--- src/hw/spicc_pkg.sv ---
// spicc_pkg: register map, field positions and reset values of the serial port control block.
// assumes a single clock domain and the plain address/strobe register port.
package spicc_pkg;
   localparam int ADDR_W = 2;
   localparam logic [ADDR_W-1:0] ADDR_CTRL1  = 2'h0;
   localparam logic [ADDR_W-1:0] ADDR_CTRL2  = 2'h1;
   localparam logic [ADDR_W-1:0] ADDR_STATUS = 2'h2;
   localparam logic [ADDR_W-1:0] ADDR_DATA   = 2'h3;
   // control one fields
   localparam int C1_RX_IE  = 7;
   localparam int C1_EN     = 6;
   localparam int C1_TX_IE  = 5;
   localparam int C1_MASTER = 4;
   localparam int C1_CLOCK_POLARITY   = 3;
   localparam int C1_CLOCK_PHASE   = 2;
   localparam int C1_SELECT_OUTPUT_ENABLE   = 1;
   localparam int C1_LSBF   = 0;
   // control two fields
   localparam int C2_FDE    = 4;
   localparam int C2_BIDIR  = 3;
   localparam int C2_WSTOP  = 1;
   localparam int C2_SWIRE  = 0;
   // status fields
   localparam int ST_RXF    = 7;
   localparam int ST_TXE    = 5;
   localparam int ST_FAULT  = 4;
   localparam logic [7:0] C1_RST  = 8'h04;
   localparam logic [7:0] C2_RST  = 8'h00;
   localparam logic [7:0] C2_MASK = 8'h1B;
   localparam logic [3:0] LAST_EDGE = 4'hF;
   localparam int HALF_CYC_DEF = 4;
endpackage

--- src/hw/spicc_core.sv ---
// spicc_core: control registers, pin steering and a byte shift engine of a serial peripheral port.
// assumes registers on one clock, pins asynchronous to it, the slave clock far slower than ref_clk_in.
module spicc_core
   import spicc_pkg::*;
#(
   // master miso passes the pin synchroniser: under 3 clocks a half bit samples stale data
   parameter int HALF_CYC = HALF_CYC_DEF
) (
   input  wire logic              ref_clk_in,
   input  wire logic              sys_rst_in,
   input  wire logic [ADDR_W-1:0] addr_in,
   input  wire logic [7:0]        wdata_in,
   input  wire logic              wr_in,
   input  wire logic              rd_in,
   output logic      [7:0]        rdata_out,
   output logic                   irq_out,
   input  wire logic              wait_mode_in,
   input  wire logic              sclk_pin_in,
   output logic                   sclk_pin_out,
   output logic                   sclk_pin_oe_out,
   input  wire logic              mosi_pin_in,
   output logic                   mosi_pin_out,
   output logic                   mosi_pin_oe_out,
   input  wire logic              miso_pin_in,
   output logic                   miso_pin_out,
   output logic                   miso_pin_oe_out,
   input  wire logic              ss_n_pin_in,
   output logic                   ss_n_pin_out,
   output logic                   ss_n_pin_oe_out,
   output logic                   ss_release_out
);
   typedef struct packed {
      logic [7:0] c1;
      logic [7:0] c2;
      logic [7:0] rdata;
      logic [7:0] txbuf;
      logic       txf;
      logic [7:0] txsh;
      logic [7:0] rxsh;
      logic [7:0] rxbuf;
      logic       rxf;
      logic       rx_arm;
      logic       tx_arm;
      logic       fault;
      logic       busy;
      logic [3:0] edge_n;
      logic [7:0] div;
      logic       lvl;
      logic       sck1;
      logic       sck2;
      logic       sckp;
      logic       mosi1;
      logic       mosi2;
      logic       miso1;
      logic       miso2;
      logic       ss1;
      logic       ss2;
   } spicc_state_t;

   spicc_state_t q;
   spicc_state_t d;

   logic en, mst, clock_polarity, clock_phase, lsbf, soe, fde, bidir, swire, run, din, dout, edge_hit, sample;

   assign en    = q.c1[C1_EN];
   assign mst   = q.c1[C1_MASTER];
   assign clock_polarity  = q.c1[C1_CLOCK_POLARITY];
   assign clock_phase  = q.c1[C1_CLOCK_PHASE];
   assign lsbf  = q.c1[C1_LSBF];
   assign soe   = q.c1[C1_SELECT_OUTPUT_ENABLE];
   assign fde   = q.c2[C2_FDE];
   assign bidir = q.c2[C2_BIDIR];
   assign swire = q.c2[C2_SWIRE];
   assign run   = en && !(wait_mode_in && q.c2[C2_WSTOP]);
   // single wire: master listens on its data-out pin, slave on its data-out pin
   assign din   = mst ? (swire ? q.mosi2 : q.miso2) : (swire ? q.miso2 : q.mosi2);
   assign dout  = lsbf ? q.txsh[0] : q.txsh[7];
   assign edge_hit = mst ? (q.busy && q.div == 8'(HALF_CYC - 1)) : (q.sck2 != q.sckp && !q.ss2);
   assign sample   = q.edge_n[0] == clock_phase;

   always_comb begin
      d = q;
      d.sck1  = sclk_pin_in;
      d.sck2  = q.sck1;
      d.sckp  = q.sck2;
      d.mosi1 = mosi_pin_in;
      d.mosi2 = q.mosi1;
      d.miso1 = miso_pin_in;
      d.miso2 = q.miso1;
      d.ss1   = ss_n_pin_in;
      d.ss2   = q.ss1;
      d.rdata = 8'h00;
      if (rd_in) begin
         unique case (addr_in)
            ADDR_CTRL1: d.rdata = q.c1;
            ADDR_CTRL2: d.rdata = q.c2 & C2_MASK;
            ADDR_STATUS: begin
               d.rdata[ST_RXF]   = q.rxf;
               d.rdata[ST_TXE]   = !q.txf;
               d.rdata[ST_FAULT] = q.fault;
               d.rx_arm = q.rxf;
               d.tx_arm = !q.txf;
            end
            ADDR_DATA: begin
               d.rdata = q.rxbuf;
               if (q.rx_arm) begin
                  d.rxf    = 1'b0;
                  d.rx_arm = 1'b0;
               end
            end
         endcase
      end
      if (wr_in) begin
         unique case (addr_in)
            ADDR_CTRL1: begin
               d.c1    = wdata_in;
               d.fault = 1'b0;
            end
            ADDR_CTRL2: d.c2 = wdata_in & C2_MASK;
            ADDR_STATUS: ;
            ADDR_DATA: begin
               // a write without a prior status read is dropped
               if (q.tx_arm && !q.txf && en) begin
                  d.txbuf  = wdata_in;
                  d.txf    = 1'b1;
                  d.tx_arm = 1'b0;
               end
            end
         endcase
      end
      if (run) begin
         if (!mst && q.ss2)
            d.edge_n = 4'h0;
         if (mst && q.busy)
            d.div = (q.div == 8'(HALF_CYC - 1)) ? 8'h00 : q.div + 8'h01;
         if (edge_hit) begin
            if (sample)
               d.rxsh = lsbf ? {din, q.rxsh[7:1]} : {q.rxsh[6:0], din};
            else if (q.edge_n != 4'h0)
               d.txsh = lsbf ? {1'b0, q.txsh[7:1]} : {q.txsh[6:0], 1'b0};
            d.edge_n = q.edge_n + 4'h1;
            d.lvl    = !q.lvl;
            if (q.edge_n == LAST_EDGE) begin
               d.rxbuf = d.rxsh;
               d.rxf   = 1'b1;
               d.busy  = 1'b0;
            end
         end else if (q.txf && q.edge_n == 4'h0 && !q.busy && !(mst && q.fault)) begin
            // buffer moves to shifter, freeing room for the next byte
            d.txsh = q.txbuf;
            d.txf  = 1'b0;
            d.busy = mst;
            d.div  = 8'h00;
         end
      end
      // fault set after the control write so a live fault is never lost
      if (en && mst && fde && !soe && !q.ss2) begin
         d.fault  = 1'b1;
         d.busy   = 1'b0;
         d.edge_n = 4'h0;
         d.lvl    = 1'b0;
      end
      if (!en) begin
         d.busy   = 1'b0;
         d.edge_n = 4'h0;
         d.div    = 8'h00;
         d.lvl    = 1'b0;
         d.txf    = 1'b0;
         d.rxf    = 1'b0;
         d.rx_arm = 1'b0;
         d.fault  = 1'b0;
         d.txsh   = 8'h00;
         d.rxsh   = 8'h00;
      end
   end

   always_ff @(posedge ref_clk_in) begin
      if (sys_rst_in) begin
         q    <= '0;
         q.c1 <= C1_RST;
         q.c2 <= C2_RST;
         q.ss1 <= 1'b1;
         q.ss2 <= 1'b1;
      end else begin
         q <= d;
      end
   end

   assign rdata_out       = q.rdata;
   assign irq_out         = (q.c1[C1_RX_IE] && (q.rxf || q.fault)) || (q.c1[C1_TX_IE] && !q.txf);
   assign sclk_pin_out    = clock_polarity ^ q.lvl;
   assign sclk_pin_oe_out = en && mst;
   assign mosi_pin_out    = dout;
   assign mosi_pin_oe_out = en && mst && (!swire || bidir);
   assign miso_pin_out    = dout;
   assign miso_pin_oe_out = en && !mst && !q.ss2 && (!swire || bidir);
   assign ss_n_pin_out    = !q.busy;
   assign ss_n_pin_oe_out = en && mst && fde && soe;
   assign ss_release_out  = !en || (mst && !fde);
endmodule

--- config.mk ---
export PLATFORM = sky130hd
export DESIGN_NAME = spicc_core
export DESIGN_NICKNAME = d
export VERILOG_FILES = /design/src/hw/spicc_pkg.sv /design/src/hw/spicc_core.sv
export SDC_FILE = /design/constraint.sdc
export NUM_CORES = 1
export LEC_CHECK = 0
export BUFFER_PORTS_ARGS = -buffer_cell sky130_fd_sc_hd__clkbuf_2
export CELL_PAD_IN_SITES_DETAIL_PLACEMENT = 1
export CELL_PAD_IN_SITES_GLOBAL_PLACEMENT = 1
export CORE_MARGIN = 5
export CORE_UTILIZATION = 28
export DETAILED_ROUTE_END_ITERATION = 6
export GPL_ROUTABILITY_DRIVEN = 0
export PLACE_DENSITY_LB_ADDON = 0.1
export SYNTH_ARGS = -nofsm -noshare
export SYNTH_HDL_FRONTEND = slang
export SYNTH_SLANG_ARGS = --single-unit
--- constraint.sdc ---
create_clock -name ref_clk_in -period 2.2 [get_ports ref_clk_in]
set_input_delay 0.44 -clock ref_clk_in [delete_from_list [all_inputs] [get_ports ref_clk_in]]
set_output_delay 0.44 -clock ref_clk_in [all_outputs]
set_load 0.02 [all_outputs]
==> results of run 1 <==
==> state kept, by name, indices dropped and copies added, names as in the netlist <==
| name | count |
|---|---|
| q | 60 |
| mst | 1 |
| clock_polarity | 1 |
| en | 1 |
| lsbf | 1 |
| d | 5 |
| clock_phase | 1 |
| fde | 1 |
| bidir | 1 |
| rdata_out | 8 |
==> layer usage <==
layer  share of wire, %  wire length (um)  vias up  global-route usage [%]
met5                  0                 0        -                       0
met4                2.0               212        0                    5.55
met3                2.9               315       13                    2.87
met2                 46              4920       49                    23.1
met1                 50              5350     1459                    19.0
li1                   -                 -     1517                       -
==> area by class of cell <==
cell class	instances	share of cell area (%)
Clock buffer	11	5.48
Sequential cell	80	34.8
Inverter	10	0.815
Clock inverter	5	2.23
Multi-Input combinational cell	295	42.4
Tap cell	176	4.78
Timing Repair Buffer	62	9.48
==> per-stage QoR <==
stage | utilization, % | TNS, ns | cell area, um^2 | setup slack [ns]
6_report | 35.2 | 0 | 4610 | 0.0303
5_1_grt | 35.2 | -0.267 | 4610 | -0.0498
4_1_cts | 35.0 | 0 | 4580 | 0.0140
3_5_place_dp | 31.7 | -0.430 | 4150 | -0.0780
3_3_place_gp | 31.7 | 0 | 4150 | 0.0154
2_1_floorplan | - | 0 | 3720 | 0.00591
==> cells by family (layout without fill, tap and decap cells) <==
kind of cell / Yosys count / in the layout / share of synthesized area [%]
AO/OA/AOI/OAI: 80 / 80 / 15.8
XOR/XNOR: 12 / 12 / 2.85
adder cells (fa/ha/maj): 9 / 9 / 3.05
buffers and inverters: 39 / 88 / 5.49
flip-flops: 80 / 80 / 43.4
multiplexers: 36 / 36 / 9.83
AND/OR/NAND/NOR: 158 / 158 / 19.6
==> cells in the mapped netlist (2+ instances only) <==
cell type / count
clkbuf_1: 15
buf_4: 11
nand3b_1: 2
and2_1: 4
xor2_1: 6
nand2_1: 45
o21ai_0: 14
nand2b_1: 4
ha_1: 9
nand4_1: 6
dfxtp_1: 80
nor3_1: 4
a32oi_1: 2
a222oi_1: 4
a211oi_2: 8
mux2i_1: 34
inv_1: 10
nor2_1: 63
mux2_2: 2
nand3_1: 7
nor3b_1: 2
or3_1: 2
a211oi_1: 8
a21oi_1: 28
xnor2_1: 6
or2_2: 4
a21o_1: 2
nor2b_1: 9
a22o_1: 2
a22oi_1: 3
buf_6: 2
==> placed cells by master, fill, tap and decap left out, types with 6 or more instances in the layout <==
master      n
a211oi_1    8
a211oi_2    8
a21oi_1    28
buf_4      21
clkbuf_16   9
clkbuf_2   36
dfxtp_1    78
ha_1        8
inv_1      10
mux2i_1    33
nand2_1    45
nand3_1     7
nand4_1     6
nor2_1     58
nor2b_1     9
o21ai_0    14
xnor2_1     6
xor2_1      6
==> worst paths after layout <==
kind	startpoint	end	slack (ns)	depth (start not counted)
setup / recovery	q[10]$_SDFFE_PP0N_	q[47]$_SDFFE_PP0P_	0.03	7
hold / removal	ss_n_pin_in	d[0]$_SDFF_PP1_	0.29	2
setup reg to reg	q[10]$_SDFFE_PP0N_	q[47]$_SDFFE_PP0P_	0.03	7
hold reg to reg	d[0]$_SDFF_PP1_	q[0]$_SDFF_PP1_	0.41	1
==> worst reg2reg max path: stages, from the launching register on <==
cell and delay, ns:
dfxtp_2 0.35, ha_4 0.14, or4b_4 0.50, o32ai_4 0.30, mux2i_4 0.40, buf_12 0.18, nor2_1 0.05, a211oi_2 0.19
==> what timing repair did <==
action	4_1_cts	5_1_grt
pin swaps	1	0
resized for setup	4	9
buffers inserted	4	0
setup endpoints to repair	14	9
cloned	1	0
==> power groups by stage <==
stage                     registers [mW]  logic (mW)  clock network (mW)
final                               1.48       0.152                1.79
after global routing                1.48       0.169                1.89
after CTS                           1.48       0.155                1.83
after detailed placement            1.51       0.153                   0
after global placement              1.51       0.152                   0
after floorplan                     1.50      0.0913                   0
==> impl_metrics.tcl, run 1 <==
set metrics [dict create \
    outcome "complete, no violations" \
    initial_utilization_pct 28.2 \
    fp.coreArea_um2 13100 \
    switching_share_pct 21.3 \
    die_x_um 125 \
    cap_violations 0 \
    drtIter0Drc 146 \
    seqCellArea_um2 1600 \
    clockPowerShare_pct 52.2 \
    antenna_found_initial 0 \
    cp_max_fo 8 \
    via_per_inst 4.75 \
    yosys.area.top_type "dfxtp_1" \
    root_buffer "clkbuf_16" \
    setup_violations 0 \
    postSynth.asyncResetShare_pct 0 \
    post-route-min-period_ns 2.17 \
    combPwrFrac_pct 4.4 \
    postCtsHoldBufs 0 \
    rsz0062_at_grt "yes" \
    synth_edf_count 0 \
    ys_top_cells_by_area "dfxtp_1, mux2i_1, nor2_1" \
    synthCells 414 \
    required_ns 2.46 \
    placedCellCount 618 \
    synth-seq-cells 80 \
    worstSetupPathType "flip-flop to flip-flop" \
    hold_class "input port to flip-flop" \
    synth_ff_type "dfxtp_1" \
    instances_no_fill 639 \
    area_growth_syn_to_layout_pct 24.8 \
    fmax_mhz 461 \
    p_sw_mw 0.730 \
    peakVddDrop_uv 322 \
    whs_ns 0.287 \
    finalCritPeriodShare_pct 98.6 \
    path_clk_slew_ns 0.06 \
    clockBufferDepth 2 \
    grtUsageTotal_pct 14.4 \
    layout.nets 486 \
    drt_pass1_iterations 5 \
    insertion_delay_ns 0.34 \
    crit_buf_inv 1 \
    final.setup_skew_ns 0.00569 \
    worstMarginPinSlew_ns 0.540 \
    seq_area_frac_synth_pct 43.4 \
    routed_wl_um 10800 \
    critPathCaptureType "flip-flop" \
    cp_top_family "simple AND/OR/NAND/NOR gates" \
    insertedDiodeCount 0 \
    power_density_nw_per_um2 742 \
    worst_ep_arrival_time_ns 2.43 \
    hpwl_um 7980 \
    cts_tree "built" \
    cpPeakStageDelay_ns 0.50 \
    h-tree-depth 3 \
    netlist_area_um2 3690 \
    grt_pass1_wl_um 17600 \
    cts-buffers-inserted 9 \
    placement.io_buffers 36 \
    row_count 42 \
    path_cells "ha_4 -> or4b_4 -> o32ai_4 -> mux2i_4 -> buf_12 -> nor2_1 -> a211oi_2" \
    p_seq_share_pct 43.3 \
    drive_gt1_share_pct 23.5 \
    avgSynthCellArea_um2 8.92 \
    nFillCells 1531 \
    leakagePower_nw 1.67 \
    power_mw 3.42 \
    ys.warnings.count 0 \
    finalMaxSlewViolations 0 \
    clock_sinks 80 \
    synth_cell_type_count 47 \
    dieHeight_um 125 \
    finalHoldViolCount 0 \
    yosys.area.top_type_share_pct 43.4 \
    internal_power_mw 2.69 \
    synth.net_count 442 \
    gr-total-overflow 0 \
    io_pins 37 \
    drtAntennaViolNets 0 \
    crit_path_start_kind "flip-flop" \
    grt_max_degree 40 \
    dieArea_um2 15600 \
    via_count 3038 \
    drt_drc_violations_left 0 \
    multi_input_area_um2 1950 \
    cpMaxStageDelayCell "or4b_4" \
    routedWlPerCell_um 16.9 \
    grt_pass1_vias 3265 \
    maxSlewHeadroom_pct 63.8 \
]
(Power assumes the default switching activity.)
==> inputs of run 2 (changes only) <==
--- a/config.mk
+++ b/config.mk
@@ -12,2 +12,3 @@
 export CORE_UTILIZATION = 28
+export CTS_CLUSTER_SIZE = 25
 export DETAILED_ROUTE_END_ITERATION = 6
==> constraint.sdc (replaced) <==
create_clock -name ref_clk_in -period 2.2 [get_ports ref_clk_in]
set_input_delay 0.22 -clock ref_clk_in [delete_from_list [all_inputs] [get_ports ref_clk_in]]
set_output_delay 0.22 -clock ref_clk_in [all_outputs]
set_load 0.02 [all_outputs]
==> run 2 against run 1 <==
  * The run now ends with setup timing left
  * Utilization rose by 0.24 points
  * Clock power is 21% lower
  * Wire length is 2.0% higher
  * Critical path type unchanged
  * Critical endpoint unchanged
  * Largest power group is now sequential cells
==> impl_metrics.tcl, run 2 (synthesized netlist as in run 1, its figures left out) <==
set metrics [dict create \
    cap_violations 0 \
    leakagePower_nw 1.68 \
    fin_util_pct 35.5 \
    power_density_nw_per_um2 657 \
    via_count 3111 \
    placedCellCount 620 \
    largest_reg_flops 60 \
    regMostFlops "q" \
    cp_max_fo 8 \
    whs_ns 0.0715 \
    setup_slack_ns -0.0196 \
    grtUsageTotal_pct 14.1 \
    finalHoldViolCount 0 \
    seqCellArea_um2 1600 \
    path_clk_slew_ns 0.06 \
    drive_gt1_share_pct 26.0 \
    setup_violations 3 \
    via_per_inst 4.82 \
    instances_no_fill 646 \
    dieHeight_um 125 \
    antenna_found_initial 0 \
    layout.cells.most_common "dfxtp_1" \
    fmax_mhz 451 \
    drtAntennaViolNets 0 \
    crit_path_start_kind "flip-flop" \
    path_cells "ha_4 -> or4b_4 -> o32ai_4 -> mux2i_4 -> buf_12 -> buf_12 -> buf_6 -> a211oi_2" \
    area_growth_syn_to_layout_pct 25.7 \
    wl_met2_um 5110 \
    finalMaxSlewViolations 0 \
    clock_sinks 80 \
    hold_class "input port to flip-flop" \
    peakVddDrop_uv 271 \
    root_buffer "clkbuf_16" \
    worstMarginPinSlew_ns 0.585 \
    grt_max_degree 40 \
    insertion_delay_ns 0.33 \
    cts-buffers-inserted 9 \
    io_pins 37 \
    multi_input_area_um2 1980 \
    final.setup_skew_ns 0.00468 \
    dr_wl_met3_um 333 \
    row_count 42 \
    die_x_um 125 \
    routedWlPerCell_um 17.1 \
    gr-total-overflow 0 \
    wl_met1_um 5450 \
    cp_common_cell "buf_12" \
    routed_wl_um 11000 \
    drtIter0Drc 137 \
    worstSetupPathType "flip-flop to flip-flop" \
    violations "setup timing" \
    cpMaxStageDelayCell "or4b_4" \
    fp.coreArea_um2 13100 \
    cpPeakStageDelay_ns 0.49 \
    rsz0062_at_grt "yes" \
    h-tree-depth 3 \
    maxSlewHeadroom_pct 60.7 \
    nFillCells 1524 \
    drt_drc_violations_left 0 \
    grt_pass1_vias 3149 \
    clockBufferDepth 2 \
    layout_common_cells "dfxtp_1, nor2_1, nand2_1" \
    cts_tree "built" \
    layout.nets 494 \
    dieArea_um2 15600 \
    finalCritPeriodShare_pct 101 \
    critPathCaptureType "flip-flop" \
    placement.io_buffers 36 \
    drt_pass1_iterations 4 \
    hpwl_um 7970 \
    grt_pass1_wl_um 17500 \
    outcome "finished, violations left" \
    routed.top_layer "met4" \
    required_ns 2.41 \
    initial_utilization_pct 28.2 \
    worst_ep_arrival_time_ns 2.43 \
    insertedDiodeCount 0 \
    post-route-min-period_ns 2.22 \
]
## run 2: per-layer routing
layer	up-vias	track usage [%]
met5	-	0
met4	0	4.97
met3	11	2.57
met2	50	22.5
met1	1523	19.2
li1	1527	-
## run 2: metrics by stage
stage	instance area, um^2	TNS [ns]	setup WS (ns)	power [mW]
final	4640	-0.0473	-0.0196	3.05
after global routing	4640	-0.284	-0.0529	3.18
after CTS	4450	0	0.00445	3.11
after detailed placement	4170	-0.0203	-0.00866	1.67
after global placement	4170	0	0.0251	1.67
after floorplan	3720	0	0.00591	1.60
## run 2: area by class of cell
cell class	instances	share of cell area, %
clock inverter	2	0.324
sequential	80	34.6
clock buffer	13	5.61
multi-input combinational	295	42.7
tap	176	4.75
inverter	10	0.809
timing repair buffer	70	11.3
## run 2: path summary, 6_finish.rpt
path                 startpoint            endpoint  depth (start not counted)  slack [ns]
max reg2reg  q[11]$_SDFFE_PP0N_  q[47]$_SDFFE_PP0P_                          8       -0.02
max          q[11]$_SDFFE_PP0N_  q[47]$_SDFFE_PP0P_                          8       -0.02
min                 ss_n_pin_in     d[0]$_SDFF_PP1_                          2        0.07
min reg2reg     d[0]$_SDFF_PP1_     q[0]$_SDFF_PP1_                          1        0.41
## run 2: worst max-delay path, delay by kind of cell (launching register included)
kind | cells | cell delay, ns
multiplexers | 1 | 0.32
flip-flops | 1 | 0.35
AND/OR/NAND/NOR | 1 | 0.49
AO/OA/AOI/OAI | 2 | 0.43
buffers and inverters | 3 | 0.38
adder cells (fa/ha/maj) | 1 | 0.13
## run 2: report_power, final
part | switching, mW | internal (mW) | leakage (nW)
logic | 0.0965 | 0.0552 | 0.901
clock network | 0.592 | 0.821 | 0.128
registers | 0.0166 | 1.47 | 0.648
## run 2: timing repair
item	in CTS	in global routing
gates resized for setup	1	31
gates cloned	0	0
hold buffers	0	0
pin swaps	0	13
setup endpoints to repair	7	23
buffers inserted	0	11
endpoints found under the hold margin	0	0
==> inputs of run 3 (changes only) <==
- ABC_CLOCK_PERIOD_IN_PS: default -> 2200
- RECOVER_POWER: default -> 25
==> run 3 against run 2 <==
  * The run still ends with setup timing left
  * Via count fell by 0.26%
  * Sequential share of layout area increased by 0.11 points
  * Utilization down 0.11 points
  * Power is 0.15% higher
  * Count of clock-buffer cells in the layout unchanged
  * Non-clock buffer count is the same
  * Register-to-register slack barely moved
==> impl_metrics.tcl, run 3 (synthesized netlist as in run 1, its figures left out) <==
set metrics [dict create \
    worstSetupPathType "flip-flop to flip-flop" \
    fp.coreArea_um2 13100 \
    row_count 42 \
    setup_violations 3 \
    die_x_um 125 \
    via_count 3103 \
    drtIter0Drc 137 \
    worst_ep_arrival_time_ns 2.43 \
    grt_pass1_vias 3149 \
    final.setup_skew_ns 0.00509 \
    via_per_inst 4.80 \
    placedCellCount 620 \
    io_pins 37 \
    cp-startpoint "q[11]$_SDFFE_PP0N_" \
    antenna_found_initial 0 \
    worstReg2RegEnd "q[47]$_SDFFE_PP0P_" \
    worst-r2r-setup-slack_ns -0.02 \
    drt_drc_violations_left 0 \
    maxSlewHeadroom_pct 38.7 \
    post-route-min-period_ns 2.22 \
    outcome "finished, violations left" \
    layout.nets 494 \
    violations "setup timing" \
    nFillCells 1528 \
    placement.io_buffers 36 \
    path_clk_slew_ns 0.06 \
    drt_pass1_iterations 4 \
    grt_max_degree 40 \
    grt_pass1_wl_um 17500 \
    setup_slack_ns -0.0192 \
    instances_no_fill 646 \
    drive_gt1_share_pct 23.8 \
    cap_violations 0 \
    rsz0062_at_grt "yes" \
    leakagePower_nw 1.64 \
    power_density_nw_per_um2 660 \
    clock_sinks 80 \
    required_ns 2.41 \
    clockBufferDepth 2 \
    routedWlPerCell_um 17.1 \
    regMostFlops "q" \
    finalHoldViolCount 0 \
    whs_ns 0.0711 \
    finalMaxSlewViolations 0 \
    hpwl_um 7970 \
    r2r-start "q[11]$_SDFFE_PP0N_" \
    initial_utilization_pct 28.2 \
    rr_worst_depth 8 \
    layout.cells.most_common "dfxtp_1" \
    drtAntennaViolNets 0 \
    h-tree-depth 3 \
    dieHeight_um 125 \
    grtUsageTotal_pct 14.1 \
    finalCritPeriodShare_pct 101 \
    area_growth_syn_to_layout_pct 25.2 \
    routed_wl_um 11000 \
    insertedDiodeCount 0 \
    crit_path_start_kind "flip-flop" \
    gr-total-overflow 0 \
    critPathCaptureType "flip-flop" \
    dieArea_um2 15600 \
    worstMarginPinSlew_ns 0.919 \
    critPathCapture "q[47]$_SDFFE_PP0P_" \
    insertion_delay_ns 0.33 \
    hold_class "input port to flip-flop" \
    largest_reg_flops 60 \
    layout_common_cells "dfxtp_1, nor2_1, nand2_1" \
    cts-buffers-inserted 9 \
    peakVddDrop_uv 272 \
    root_buffer "clkbuf_16" \
    cp_max_fo 8 \
    fmax_mhz 451 \
    cts_tree "built" \
]
-- run 3: area by class of cell --
class	instances	area (um^2)	share of cell area, %
multi-input combinational	295	1980	42.8
sequential	80	1600	34.7
timing repair buffer	70	508	11.0
clock buffer	13	260	5.63
tap	176	220	4.76
inverter	10	37.5	0.812
clock inverter	2	15.0	0.325
-- run 3: layer usage --
layer | track usage (%) | vias to the layer above | part of all wire, %
li1 | - | 1527 | -
met1 | 19.2 | 1521 | 50
met2 | 22.5 | 46 | 46
met3 | 2.57 | 9 | 2.4
met4 | 4.97 | 0 | 1.1
met5 | 0 | - | 0
-- run 3: repair_timing --
action                                 4_1_cts  5_1_grt
hold buffers                                 0        0
pin swaps                                    0       13
setup endpoints to repair                    7       23
gates cloned                                 0        0
endpoints found under the hold margin        0        0
resized for setup                            1       31
setup buffers                                0       11
-- run 3: worst min-delay path by stage --
stage | slack (ns) | start | to | cells past startpoint
floorplan | 0.32 | ss_n_pin_in | d[0]$_SDFF_PP1_ | 1
global placement | 0.40 | d[0]$_SDFF_PP1_ | q[0]$_SDFF_PP1_ | 1
detailed placement | 0.40 | d[0]$_SDFF_PP1_ | q[0]$_SDFF_PP1_ | 1
CTS | 0.06 | ss_n_pin_in | d[0]$_SDFF_PP1_ | 2
global route | 0.08 | ss_n_pin_in | d[0]$_SDFF_PP1_ | 2
finish | 0.07 | ss_n_pin_in | d[0]$_SDFF_PP1_ | 2
-- run 3: power breakdown --
group | internal [mW] | total (mW) | switching [mW]
logic | 0.0538 | 0.151 | 0.0967
registers | 1.47 | 1.48 | 0.0164
clock network | 0.822 | 1.42 | 0.598
-- run 3: critical path, cell delays in order (launching register included) --
cell and delay (ns):
dfxtp_2 0.35, ha_4 0.13, or4b_4 0.49, o32ai_4 0.38, mux2i_4 0.32, buf_12 0.15, buf_12 0.13, buf_6 0.10
a211oi_2 0.05
-- run 3: per-stage QoR --
step	utilization (%)	setup TNS [ns]	total power [mW]	instance area, um^2	worst slack, ns
5_1_grt	35.3	-0.284	3.18	4620	-0.0529
4_1_cts	34.0	0	3.11	4450	0.00445
3_5_place_dp	31.8	-0.0203	1.67	4170	-0.00866
6_report	35.3	-0.0462	3.05	4620	-0.0192
3_3_place_gp	31.8	0	1.67	4170	0.0251
2_1_floorplan	-	0	1.60	3720	0.00591
